**src/aec_pkg.sv**
```systemverilog
// constants and carrier types of the task-file command executor
// assumes a 100 MHz core clock and a media engine behind a req/rsp pair
package aec_pkg;

	// ----------------------------------------
	// register offsets on the plain port
	// ----------------------------------------
	localparam logic [3:0] OFS_SEC_CNT  = 4'h0;
	localparam logic [3:0] OFS_SEC_NUM  = 4'h1;
	localparam logic [3:0] OFS_CYL_LOW  = 4'h2;
	localparam logic [3:0] OFS_CYL_HIGH = 4'h3;
	localparam logic [3:0] OFS_DRV_HEAD = 4'h4;
	localparam logic [3:0] OFS_CMD_STAT = 4'h5;
	localparam logic [3:0] OFS_ERROR    = 4'h6;
	localparam logic [3:0] OFS_DEV_CTL  = 4'h7;
	localparam logic [3:0] OFS_CONFIG   = 4'h8;
	localparam logic [3:0] OFS_DATA     = 4'h9;

	// ----------------------------------------
	// field positions
	// ----------------------------------------
	localparam int DH_LBA_BIT    = 6;
	localparam int DH_DRIVE_BIT  = 4;
	localparam int CTL_NIEN_BIT  = 1;
	localparam int CFG_IDE_BIT   = 0;
	localparam int CFG_SLAVE_BIT = 1;
	localparam int CFG_FLUSH_BIT = 2;
	localparam int ERR_ABRT_BIT  = 2;

	// ----------------------------------------
	// command codes and result codes
	// ----------------------------------------
	localparam logic [7:0] CMD_ERASE  = 8'hC0;
	localparam logic [7:0] CMD_DIAG   = 8'h90;
	localparam logic [7:0] CMD_FLUSH  = 8'hE7;
	localparam logic [7:0] CMD_FORMAT = 8'h50;
	localparam logic [7:0] DIAG_OK        = 8'h01;
	localparam logic [7:0] DIAG_FORMATTER = 8'h02;
	localparam logic [7:0] DIAG_BUFFER    = 8'h03;
	localparam logic [7:0] DIAG_ECC       = 8'h04;
	localparam logic [7:0] DIAG_CPU       = 8'h05;
	localparam logic [3:0] DIAG_SLAVE_NIB = 4'h8;

	// ----------------------------------------
	// reset values
	// ----------------------------------------
	localparam logic [7:0] RST_TASKFILE = 8'h00;
	localparam logic [7:0] RST_ERROR    = 8'h00;
	localparam logic [2:0] RST_CONFIG   = 3'h4;

	// ----------------------------------------
	// timing
	// ----------------------------------------
	localparam int CLK_PERIOD_NS  = 10;
	localparam int BSY_MAX_NS     = 400;
	localparam int BSY_MAX_CYC    = BSY_MAX_NS / CLK_PERIOD_NS;
	localparam int DRQ_MAX_US     = 700;
	localparam int DRQ_MAX_CYC    = DRQ_MAX_US * 1000 / CLK_PERIOD_NS;
	localparam logic [3:0] PREP_CYC = 4'h8;
	localparam logic [7:0] SECTOR_WORDS_M1 = 8'hFF;

	// ----------------------------------------
	// types
	// ----------------------------------------
	typedef enum logic [1:0] {
		MED_ERASE  = 2'b00,
		MED_DIAG   = 2'b01,
		MED_FLUSH  = 2'b10,
		MED_FORMAT = 2'b11
	} aec_med_op_t;

	typedef struct packed {
		logic        valid;
		aec_med_op_t op;
		logic        lbaMode;
		logic [27:0] addr;
		logic [8:0]  count;
		logic [7:0]  pattern;
	} aec_med_req_t;

	typedef struct packed {
		logic       done;
		logic       fault;
		logic [7:0] diagCode;
	} aec_med_rsp_t;

endpackage

```
**src/aec_cmd_exec.sv**
```systemverilog
// task-file command executor: erase, diagnostic, flush and format track
// assumes a media engine that answers each request with one done pulse
//
// Behaviour
// RQ1 - command C0h erases and conditions the addressed sectors
// RQ2 - erase moves no data; a media fault ends it with write fault
// RQ3 - drive/head bit 6 picks LBA, bit 4 drive; cylinders give upper address
// RQ4 - sector number register gives address bits 7:0 for erase
// RQ5 - erase length comes from the sector count register
// RQ6 - command 90h runs the internal diagnostic
// RQ7 - diagnostic result code lands in the error register
// RQ8 - IDE master reports a failed slave with upper nibble 8
// RQ9 - PC card mode: only the selected drive runs the diagnostic
// RQ10 - IDE mode: both drives run it, master returns combined status
// RQ11 - E7h flushes cache, then status shows ready and seek complete
// RQ12 - flush unsupported ends with command aborted
// RQ13 - 50h fills the addressed track with a fixed pattern
// RQ14 - format takes one sector of host data and discards it
// RQ15 - LBA format length from sector count, zero meaning 256
// RQ16 - host should avoid issuing format track
// RQ17 - host writes a command only while busy is clear
// RQ18 - busy rises within 400 ns of a no-data command
// RQ19 - format raises DRQ within 700 us, busy drops with DRQ
// RQ20 - completion clears busy and raises interrupt when enabled
//
// The implementer's own choices: the strobed register port and the placing of the registers.
`timescale 1ns/100ps
module aec_cmd_exec
	import aec_pkg::*;
#(
	parameter logic [7:0] FILL_PATTERN = 8'hFF
) (
	// clock and reset
	input  wire logic          clk,
	input  wire logic          rst_n,
	// register port
	input  wire logic [3:0]    busAddr,
	input  wire logic [15:0]   busWdata,
	input  wire logic          busWr,
	input  wire logic          busRd,
	output logic      [15:0]   busRdata,
	// media engine
	output aec_med_req_t       medReq,
	input  aec_med_rsp_t       medRsp,
	// drive-to-drive and host lines
	input  wire logic          slaveDiagFail,
	output logic               intrq
);

	// ----------------------------------------
	// state
	// ----------------------------------------
	typedef enum logic [2:0] {
		ST_IDLE  = 3'b000,
		ST_PREP  = 3'b001,
		ST_XFER  = 3'b011,
		ST_EXEC  = 3'b010,
		ST_ABORT = 3'b110
	} aec_state_t;

	typedef struct packed {
		aec_state_t   state;
		logic [7:0]   secCnt;
		logic [7:0]   secNum;
		logic [7:0]   cylLow;
		logic [7:0]   cylHigh;
		logic [7:0]   drvHead;
		logic [7:0]   cmd;
		logic [7:0]   errReg;
		logic         bsy;
		logic         drq;
		logic         dwf;
		logic         err;
		logic         nIen;
		logic [2:0]   cfg;
		logic         pend;
		logic [3:0]   prepCnt;
		logic [7:0]   wordCnt;
		aec_med_req_t req;
		logic [15:0]  rdata;
	} aec_regs_t;

	aec_regs_t q_reg;
	aec_regs_t q_next;

	// ----------------------------------------
	// helpers
	// ----------------------------------------
	// zero in the count register stands for a full 256
	function automatic logic [8:0] xferCount(input logic [7:0] sc);
		xferCount = (sc == 8'h00) ? 9'h100 : {1'b0, sc};
	endfunction

	function automatic logic [27:0] startAddr(input aec_regs_t r, input logic withSector);
		startAddr = {r.drvHead[3:0], r.cylHigh, r.cylLow,
			(withSector ? r.secNum : 8'h00)};
	endfunction

	function automatic logic [7:0] statusByte(input aec_regs_t r);
		statusByte = {r.bsy, 1'b1, r.dwf, 1'b1, r.drq, 2'b00, r.err};
	endfunction

	logic selected;
	logic diagRuns;
	logic cmdWrite;

	always_comb begin
		selected = (q_reg.drvHead[DH_DRIVE_BIT] == q_reg.cfg[CFG_SLAVE_BIT]);
		diagRuns = q_reg.cfg[CFG_IDE_BIT] || selected; // RQ9 RQ10
		cmdWrite = busWr && (busAddr == OFS_CMD_STAT) && !q_reg.bsy && (q_reg.state == ST_IDLE); // RQ17
	end

	// ----------------------------------------
	// next state
	// ----------------------------------------
	always_comb begin
		q_next = q_reg;
		q_next.req.valid = 1'b0;

		// reads answer one cycle later from a flop
		q_next.rdata = 16'h0000;
		if (busRd) begin
			unique case (busAddr)
				OFS_SEC_CNT:  q_next.rdata = {8'h00, q_reg.secCnt};
				OFS_SEC_NUM:  q_next.rdata = {8'h00, q_reg.secNum};
				OFS_CYL_LOW:  q_next.rdata = {8'h00, q_reg.cylLow};
				OFS_CYL_HIGH: q_next.rdata = {8'h00, q_reg.cylHigh};
				OFS_DRV_HEAD: q_next.rdata = {8'h00, q_reg.drvHead};
				OFS_CMD_STAT: begin
					q_next.rdata = {8'h00, statusByte(q_reg)};
					q_next.pend  = 1'b0;
				end
				OFS_ERROR:    q_next.rdata = {8'h00, q_reg.errReg};
				OFS_DEV_CTL:  q_next.rdata = {14'h0000, q_reg.nIen, 1'b0};
				OFS_CONFIG:   q_next.rdata = {13'h0000, q_reg.cfg};
				default:      q_next.rdata = 16'h0000;
			endcase
		end

		// task file writes are held off while busy, except device control
		if (busWr) begin
			unique case (busAddr)
				OFS_SEC_CNT:  if (!q_reg.bsy) q_next.secCnt = busWdata[7:0];
				OFS_SEC_NUM:  if (!q_reg.bsy) q_next.secNum = busWdata[7:0];
				OFS_CYL_LOW:  if (!q_reg.bsy) q_next.cylLow = busWdata[7:0];
				OFS_CYL_HIGH: if (!q_reg.bsy) q_next.cylHigh = busWdata[7:0];
				OFS_DRV_HEAD: if (!q_reg.bsy) q_next.drvHead = busWdata[7:0];
				OFS_DEV_CTL:  q_next.nIen = busWdata[CTL_NIEN_BIT];
				OFS_CONFIG:   if (!q_reg.bsy) q_next.cfg = busWdata[2:0];
				default: begin
				end
			endcase
		end

		// command decode; busy rises on the very next edge
		if (cmdWrite) begin
			q_next.cmd = busWdata[7:0];
			q_next.pend = 1'b0;
			q_next.req.lbaMode = q_reg.drvHead[DH_LBA_BIT]; // RQ3
			q_next.req.pattern = FILL_PATTERN;
			unique case (busWdata[7:0])
				CMD_ERASE: if (selected) begin
					q_next.bsy = 1'b1; // RQ18
					q_next.err = 1'b0;
					q_next.dwf = 1'b0;
					q_next.errReg = RST_ERROR;
					q_next.req.valid = 1'b1; // RQ1 RQ2
					q_next.req.op = MED_ERASE;
					q_next.req.addr = startAddr(q_reg, 1'b1); // RQ3 RQ4
					q_next.req.count = xferCount(q_reg.secCnt); // RQ5
					q_next.state = ST_EXEC;
				end
				CMD_DIAG: if (diagRuns) begin
					q_next.bsy = 1'b1; // RQ18
					q_next.err = 1'b0;
					q_next.dwf = 1'b0;
					q_next.req.valid = 1'b1; // RQ6
					q_next.req.op = MED_DIAG;
					q_next.state = ST_EXEC;
				end
				CMD_FLUSH: if (selected) begin
					q_next.bsy = 1'b1; // RQ18
					q_next.err = 1'b0;
					q_next.dwf = 1'b0;
					q_next.errReg = RST_ERROR;
					if (q_reg.cfg[CFG_FLUSH_BIT]) begin
						q_next.req.valid = 1'b1; // RQ11
						q_next.req.op = MED_FLUSH;
						q_next.state = ST_EXEC;
					end else begin
						q_next.state = ST_ABORT; // RQ12
					end
				end
				CMD_FORMAT: if (selected) begin
					q_next.bsy = 1'b1;
					q_next.err = 1'b0;
					q_next.dwf = 1'b0;
					q_next.errReg = RST_ERROR;
					q_next.prepCnt = PREP_CYC;
					q_next.state = ST_PREP;
				end
				// other codes belong to other blocks; abort them here
				default: if (selected) begin
					q_next.bsy = 1'b1;
					q_next.state = ST_ABORT;
				end
			endcase
		end

		unique case (q_reg.state)
			ST_IDLE: begin
			end
			ST_PREP: begin
				// fixed short buffer setup, far inside the DRQ limit
				if (q_reg.prepCnt == 4'h0) begin
					q_next.drq = 1'b1; // RQ19
					q_next.bsy = 1'b0; // RQ19
					q_next.wordCnt = 8'h00;
					q_next.state = ST_XFER;
				end else begin
					q_next.prepCnt = q_reg.prepCnt - 4'h1;
				end
			end
			ST_XFER: begin
				// the sector is counted, never stored
				if (busWr && (busAddr == OFS_DATA)) begin // RQ14
					q_next.wordCnt = q_reg.wordCnt + 8'h01;
					if (q_reg.wordCnt == SECTOR_WORDS_M1) begin
						q_next.drq = 1'b0;
						q_next.bsy = 1'b1;
						q_next.req.valid = 1'b1; // RQ13
						q_next.req.op = MED_FORMAT;
						q_next.req.lbaMode = q_reg.drvHead[DH_LBA_BIT];
						q_next.req.addr = startAddr(q_reg, 1'b0); // RQ3
						// chs formats the whole track, flagged by zero
						q_next.req.count = q_reg.drvHead[DH_LBA_BIT] ?
							xferCount(q_reg.secCnt) : 9'h000; // RQ15
						q_next.state = ST_EXEC;
					end
				end
			end
			ST_EXEC: begin
				if (medRsp.done) begin
					q_next.bsy = 1'b0; // RQ20
					q_next.pend = 1'b1; // RQ20
					q_next.state = ST_IDLE;
					if (q_reg.req.op == MED_DIAG) begin
						// master folds in the slave result
						if (q_reg.cfg[CFG_IDE_BIT] && !q_reg.cfg[CFG_SLAVE_BIT] && slaveDiagFail)
							q_next.errReg = {DIAG_SLAVE_NIB, medRsp.diagCode[3:0]}; // RQ8 RQ10
						else
							q_next.errReg = medRsp.diagCode; // RQ7
					end else if (medRsp.fault) begin
						q_next.dwf = 1'b1; // RQ2
						q_next.err = 1'b1;
					end
				end
			end
			ST_ABORT: begin
				q_next.errReg = RST_ERROR | (8'h01 << ERR_ABRT_BIT); // RQ12
				q_next.err = 1'b1;
				q_next.bsy = 1'b0;
				q_next.pend = 1'b1; // RQ20
				q_next.state = ST_IDLE;
			end
			default: q_next.state = ST_IDLE;
		endcase
	end

	// ----------------------------------------
	// registers
	// ----------------------------------------
	always_ff @(posedge clk or negedge rst_n) begin
		if (!rst_n) begin
			q_reg.state <= ST_IDLE;
			q_reg.secCnt <= RST_TASKFILE;
			q_reg.secNum <= RST_TASKFILE;
			q_reg.cylLow <= RST_TASKFILE;
			q_reg.cylHigh <= RST_TASKFILE;
			q_reg.drvHead <= RST_TASKFILE;
			q_reg.cmd <= RST_TASKFILE;
			q_reg.errReg <= RST_ERROR;
			q_reg.bsy <= 1'b0;
			q_reg.drq <= 1'b0;
			q_reg.dwf <= 1'b0;
			q_reg.err <= 1'b0;
			q_reg.nIen <= 1'b0;
			q_reg.cfg <= RST_CONFIG;
			q_reg.pend <= 1'b0;
			q_reg.prepCnt <= 4'h0;
			q_reg.wordCnt <= 8'h00;
			q_reg.req <= '0;
			q_reg.rdata <= 16'h0000;
		end else begin
			q_reg <= q_next;
		end
	end

	// ----------------------------------------
	// outputs
	// ----------------------------------------
	always_comb begin
		busRdata = q_reg.rdata;
		medReq = q_reg.req;
		intrq = q_reg.pend && !q_reg.nIen; // RQ20
	end

endmodule

```
**config.mk**
```make
export PLATFORM = sky130hd
export DESIGN_NAME = aec_cmd_exec
export DESIGN_NICKNAME = d
export VERILOG_FILES = /design/src/aec_pkg.sv /design/src/aec_cmd_exec.sv
export SDC_FILE = /design/constraint.sdc
export NUM_CORES = 1
export LEC_CHECK = 0
export ABC_AREA = 0
export BUFFER_PORTS_ARGS = -buffer_cell sky130_fd_sc_hd__buf_2
export CORE_ASPECT_RATIO = 0.5
export CORE_MARGIN = 2
export CORE_UTILIZATION = 57
export DETAILED_ROUTE_END_ITERATION = 12
export PLACE_DENSITY_LB_ADDON = 0.1
export SKIP_LAST_GASP = 1
export SYNTH_ARGS = -nofsm -noshare
export SYNTH_HDL_FRONTEND = slang
export SYNTH_SLANG_ARGS = --single-unit
```
**constraint.sdc**
```tcl
create_clock -name clk -period 2.9 [get_ports clk]
set_input_delay 0.145 -clock clk [delete_from_list [all_inputs] [get_ports clk]]
set_output_delay 0.145 -clock clk [all_outputs]
set_load 0.1 [all_outputs]
```
==> results of run 1 <==
layer usage:
layer | track usage, % | routed length (um)
met1 | 41.9 | 7650
met2 | 38.8 | 6580
met3 | 6.74 | 1010
met4 | 7.22 | 179
met5 | 0 | 0
worst max-delay path, delay by kind of cell, from the launching register on:
family	cells	cell delay, ns
and+or+nand+nor	3	1.70
DFF	1	0.47
AOI/OAI and AO/OA	1	0.09
area by class of cell:
cell class / count / area share, %
sequential: 122 / 42.9
multi-input combinational: 340 / 36.8
timing repair buffer: 104 / 8.51
clock buffer: 18 / 6.03
clock inverter: 14 / 2.57
tap: 145 / 2.55
inverter: 11 / 0.580
antenna: 1 / 0.0352
how the worst max path moves through the flow:
stage / from / end / slack, ns / cells past startpoint
detailed placement: q_reg[142] / medReq[16] / 0.55 / 4
CTS: q_reg[142] / medReq[16] / 0.53 / 4
global route: q_reg[142] / medReq[16] / 0.49 / 4
finish: q_reg[142] / medReq[16] / 0.53 / 4
global placement: q_reg[142] / medReq[16] / 0.57 / 4
floorplan: q_reg[142] / medReq[16] / 0.76 / 4
through the flow:
stage / cells / area, um^2
after floorplan: 563 / 6310
after global placement: 714 / 6420
after detailed placement: 714 / 6420
after CTS: 754 / 7110
after global routing: 754 / 7110
final: 755 / 7120
power by group:
part / internal (mW) / switching, mW / total, mW
Sequential: 2.01 / 0.334 / 2.35
Clock: 1.37 / 0.836 / 2.21
Combinational: 0.451 / 1.01 / 1.46
cells by family (layout without fill, tap and decap cells):
group / after synthesis / after routing
AOI/OAI and AO/OA: 116 / 116
xor gates and xnor gates: 4 / 4
adders and majority gates: 2 / 2
buffers and inverters: 101 / 147
DFF: 122 / 122
muxes: 85 / 85
other: 1 / 9
and+or+nand+nor: 125 / 125
repair_timing:
| action | CTS | global route |
|---|---|---|
| hold buffers | 8 | 0 |
| hold endpoints to repair | 64 | 0 |
| resized for setup | 0 | 0 |
| endpoints found under the setup margin | 0 | 0 |
| setup buffers | 0 | 0 |
cells in the final DEF, fill, tap and decap left out, types with 4 or more instances in the layout:
cell type	netlist	routed
buf_2	5	83
mux2_2	73	73
nand2_1	24	24
nand4_1	8	8
nor4_1	4	4
nor2_1	14	14
nand3_1	17	17
a21o_1	4	4
a22oi_1	8	8
mux2i_1	11	11
nor3_1	9	9
a32o_1	8	8
o21ai_0	18	18
nor2b_1	10	10
nand2b_1	5	5
o31ai_1	6	6
conb_1	1	8
or2_2	4	4
dfrtp_1	121	121
inv_1	11	11
dlygate4sd3_1	0	8
a22o_1	9	9
a21oi_1	23	23
buf_4	65	12
inv_6	0	7
clkbuf_16	0	17
==> summary.md, run 1 <==
| Metric | Value |
|---|---|
| Status | completed |
| Die area | 11900 um^2 |
| Crit-path cells | or4b_4 > or4_1 > or4_1 > o311ai_1 |
| Type of the worst setup path | register to register |
| CTS Buf Count | 17 |
| Tmin final | about 2.4 ns |
| R2R Path Start | q_reg[142] |
| Leakage | 3.35 nW |
| Setup TNS | 0 ns |
| Worst slew margin | 36.0% |
| First DRT Iteration DRCs | 480 |
| Via count | 4536 |
| I/O pin cnt | 101 |
| Worst reg2reg path depth | 4 |
| Worst endpoint required time | 3.22 ns |
| Antenna Nets Post-Route | 0 |
| Simple-gate share of the synthesized area | 11.9% |
| Die Ht | 78.3 um |
| Setup ws final | 0.533 ns |
| Area contributors post-synth | dfrtp_1, mux2_2, buf_4, a21oi_1, mux2i_1 |
| Most numerous cell in the Yosys netlist | dfrtp_1 |
| Final setup fails | 0 |
| Max-cap viol count | 0 |
| Register area | around 3100 um^2 |
| Layout cells sized above 1 | 35.6% |
| Maximum clock rate | 422 MHz |
| Max VDD drop | 0.632 mV |
| WL/cell | 20.4 um |
| Max FFs per register | 72 |
| Crit-path max cell delay | slightly below 0.6 ns |
| #FFs+latches synth | 122 |
| Worst-margin pin slew | 0.957 ns |
| Post-synthesis cell count | 556 |
| Syn. warnings | 0 |
| Crit path top cell by count | or4_1 |
| Hold Crit Start | busRd |
| Hold Slack | approximately 0.045 ns |
| WHS Endpoint | busRdata[2] |
| Largest family of logic cells by synthesized area | multiplexers |
| Max-slew violation count | 0 |
| Main synth FF type | dfrtp_1 |
| Root Driver | clkbuf_16 |
| Hold Path Depth | 2 |
| Pin count of the biggest net entering global routing | 61 |
| Number of synthesized flops with an enable pin | 0 |
| Placer Congestion | 0.907 |
| Clock latency at the later pin of the worst-skew pair | about 0.42 ns |
| Post-Syn Area | roughly 6300 um^2 |
| Total wire length | 15400 um |
| DP HPWL | 10600 um |
| Number of global-route vias before repair | between 4000 and 5000 |
| Drt via density | 6.01 |
| Clock transition at path regs | ~0.060 ns |
| CP Launch Type | register |
| Final Net Count | 633 |
| Syn-to-layout area delta | 13.2% |
| Unrepaired setup endpoints after global routing | no |
| HP Class | input pin to register |
| Num rows | 27 |
| Clk sinks | 122 |
| Flop2flop setup slack | 0.53 ns |
| Area share of the leading cell type in the synthesized netlist | between 40% and 50% |
| Max clock buf depth | 2 |
| Avg Inst Size Synth | 11.3 um^2 |
| Netlist cell types | 72 |
| Slowest stage cell on the critical path | or4b_4 |
| Depth of the CTS H-tree | 4 |
| P per Cell Area | 846 nW/um^2 |
| Synth async-reset ratio | 100% |
| Critical path data arrival time | around 2.7 ns |
| Adder-Cell Fraction of Synth Area | 0.398% |
| XOR/XNOR Fraction of Synth Area | 0.557% |
| Initial antenna violation count | 0 |
| DRC | 0 |
| Area of the multi-input gates | about 2600 um^2 |
| Post-Route Skew | 0.00903 ns |
| IO Port Bufs | 84 |
| Crit Path Max Fanout | 9 |
| TritonCTS clock tree | done |
| Worst slack at placement | 0.552 ns |
| Top cells by count, synth | dfrtp_1, mux2_2, buf_4 |
| Total track usage | 27.3% |
| Area of the core | 10900 um^2 |
| Post-synthesis mux area share | around 15% |
| Period utilization | 81.6% |
| # fillers | 850 |
| Total power draw | approximately 6 mW |
| R2R Path End | medReq[16] |
| Util after Layout | 65.4% |
| Die Wd | about 150 um |
| Synth area leader | dfrtp_1 |
| Initial core utilization | between 50% and 60% |
| First-pass DRT Iterations | 5 |
| First-pass GRT wire length | around 25000 um |
| Total global routing overflow | 0 |
| Critical path endpoint category | register |
| Hold Vio Cnt, Final | 0 |
| Post-synthesis sequential area ratio | 48.6% |
| Compound-Gate Fraction of Synth Area | 13.4% |
No activity file was read; power rests on OpenSTA's default activity.
==> inputs of run 2 (changes only) <==
==> constraint.sdc (replaced) <==
create_clock -name clk -period 2.4 [get_ports clk]
set_input_delay 0.12 -clock clk [delete_from_list [all_inputs] [get_ports clk]]
set_output_delay 0.12 -clock clk [all_outputs]
set_load 0.1 [all_outputs]
==> run 2 against run 1 <==
Die area unchanged. Sequential power up 19%. Final cell count up 2.9%. Largest power group unchanged. Register-to-register slack worse by 0.39 ns. Maximum frequency up 4.7%. Count of clock-buffer cells in the layout up 1. Via count up 1.8%. Core utilization up 1.7 points. Non-clock buffer count up 23. Highest routed layer unchanged. Critical path depth up 3. Critical endpoint is now medReq[10]. Flip-flop and latch count unchanged. Critical path type unchanged.
==> summary.md, run 2 (synthesis results as in run 1) <==
| Metric | Value |
|---|---|
| Final non-filler cell area | 7300 um^2 |
| Area of the multi-input gates | approximately 2600 um^2 |
| Max FFs per register | 72 |
| I/O pin cnt | 101 |
| Setup ws final | 0.139 ns |
| Period utilization | around 94% |
| Antenna Nets Post-Route | 0 |
| Worst slew margin | 41.6% |
| Syn-to-layout area delta | 16.1% |
| Clock transition at path regs | 0.06 ns |
| Total global routing overflow | 0 |
| Unrepaired setup endpoints after global routing | no |
| HP Class | input pin to register |
| N_diodes | 0 |
| Initial antenna violation count | 0 |
| Drt via density | slightly below 6 |
| CP bufs+invs | 3 |
| Worst slack at placement | 0.173 ns |
| Post-Route Skew | 0.00898 ns |
| Layout cells sized above 1 | 38.0% |
| Final setup fails | 0 |
| Post-cts sizing count | 0 |
| Maximum clock rate | 442 MHz |
| Most frequent cells in the layout | dfrtp_1, buf_2, mux2_2 |
| Placer Congestion | 0.915 |
| Crit path top cell by count | buf_4 |
| P per Cell Area | 1020 nW/um^2 |
| Die area | ~12000 um^2 |
| Type of the worst setup path | register to register |
| Total track usage | 27.7% |
| Setup TNS | 0 ns |
| Commonest non-fill, non-tap cell in the layout | dfrtp_1 |
| Number of global-route vias before repair | 4457 |
| Total power draw | 7.41 mW |
| Die Ht | 78.3 um |
| Pin count of the biggest net entering global routing | a little under 50 |
| DRC | 0 |
| Die Wd | 153 um |
| CTS Buf Count | 17 |
| Critical path data arrival time | 2.62 ns |
| WL/cell | 20.1 um |
| Layout Cells excl Fill | 777 |
| Hold Vio Cnt, Final | 0 |
| Via count | 4616 |
| Crit Path Max Fanout | 19 |
| Tmin final | about 2.3 ns |
| Initial core utilization | 57.8% |
| Total wire length | 15700 um |
| Root Driver | clkbuf_16 |
| Final Net Count | ~660 |
| Worst path top cell family by delay | simple AND/OR/NAND/NOR gates |
| # fillers | 839 |
| Leakage | roughly 3.5 nW |
| Clk sinks | between 100 and 150 |
| Max clock buf depth | 2 |
| Num rows | 27 |
| Placed Area | 6580 um^2 |
| Max-slew violation count | 0 |
| Crit-path cells | buf_4 > nor4bb_1 > buf_4 > and4bb_2 > buf_4 > a22o_1 > a22o_1 |
| First-pass GRT wire length | 25000 um |
| Slowest stage cell on the critical path | dfrtp_1 |
| First DRT Iteration DRCs | 455 |
| Worst endpoint required time | roughly 2.8 ns |
| Status | completed |
| Worst-margin pin slew | 0.873 ns |
| Dpl cells | roughly 740 |
| Max VDD drop | 0.666 mV |
| IO Port Bufs | 84 |
| Area of the core | 10900 um^2 |
| Critical path endpoint category | register |
| Max-cap viol count | 0 |
| CP Launch Type | register |
| Crit-path max cell delay | 0.38 ns |
| First-pass DRT Iterations | 5 |
| Clock latency at the later pin of the worst-skew pair | 0.42 ns |
| TritonCTS clock tree | done |
| Depth of the CTS H-tree | 4 |
| DP HPWL | 11100 um |
| Register area | around 3000 um^2 |
## run 2: changes by cell type in the layout (fill, tap and decap cells not counted), sizes merged
cell,before,now
clkinv,4,5
inv,18,12
diode,1,0
bufinv,3,4
clkinvlp,0,3
buf,96,119
clkbuf,18,19
## run 2: report_power, final
group | switching (mW) | leakage (nW) | internal [mW]
Sequential | 0.368 | 1.59 | 2.44
Clock | 0.993 | 0.301 | 1.77
Combinational | 1.26 | 1.57 | 0.586
Total | 2.62 | 3.46 | 4.80
## run 2: layout make-up
type,count,share of cell area [%]
sequential,122,41.8
timing repair buffer,127,10.5
inverter,11,0.566
clock inverter,13,2.66
clock buffer,19,6.07
tap,145,2.49
multi-input combinational,340,35.9
## run 2: tightest hold or removal path, stage by stage
cell and delay (ns):
buf_2 0.08, o21a_1 0.12, a31o_2 0.10
## run 2: path summary, 6_finish.rpt
check / slack, ns / endpoint / from / depth (start not counted)
hold / removal: 0.02 / q_reg[93] / medRsp[7] / 3
setup reg to reg: 0.14 / medReq[10] / q_reg[144] / 7
hold reg to reg: 0.48 / q_reg[84] / q_reg[84] / 1
max in group asynchronous: 1.35 / q_reg[124] / rst_n / 3
setup / recovery: 0.14 / medReq[10] / q_reg[144] / 7
min in group asynchronous: 0.24 / q_reg[72] / rst_n / 2
## run 2: what timing repair did
action,CTS,global route
hold buffers,8,0
setup endpoints to repair,0,0
endpoints found under the hold margin,50,0
buffers inserted,0,0
## run 2: per-layer routing
metal | vias up | track usage [%] | part of all wire [%]
li1 | 2114 | - | -
met1 | 2297 | 42.0 | 50
met2 | 177 | 38.2 | 41
met3 | 28 | 7.23 | 7.4
met4 | 0 | 10.3 | 1.9
met5 | - | 0 | 0
## run 2: per-stage QoR
step           hold WS (ns)  utilization (%)
3_3_place_gp          0.176             60.5
6_report             0.0234             67.1
5_1_grt              0.0304             67.1
3_5_place_dp          0.179             60.5
2_1_floorplan        -0.176                -
4_1_cts              0.0221             67.1
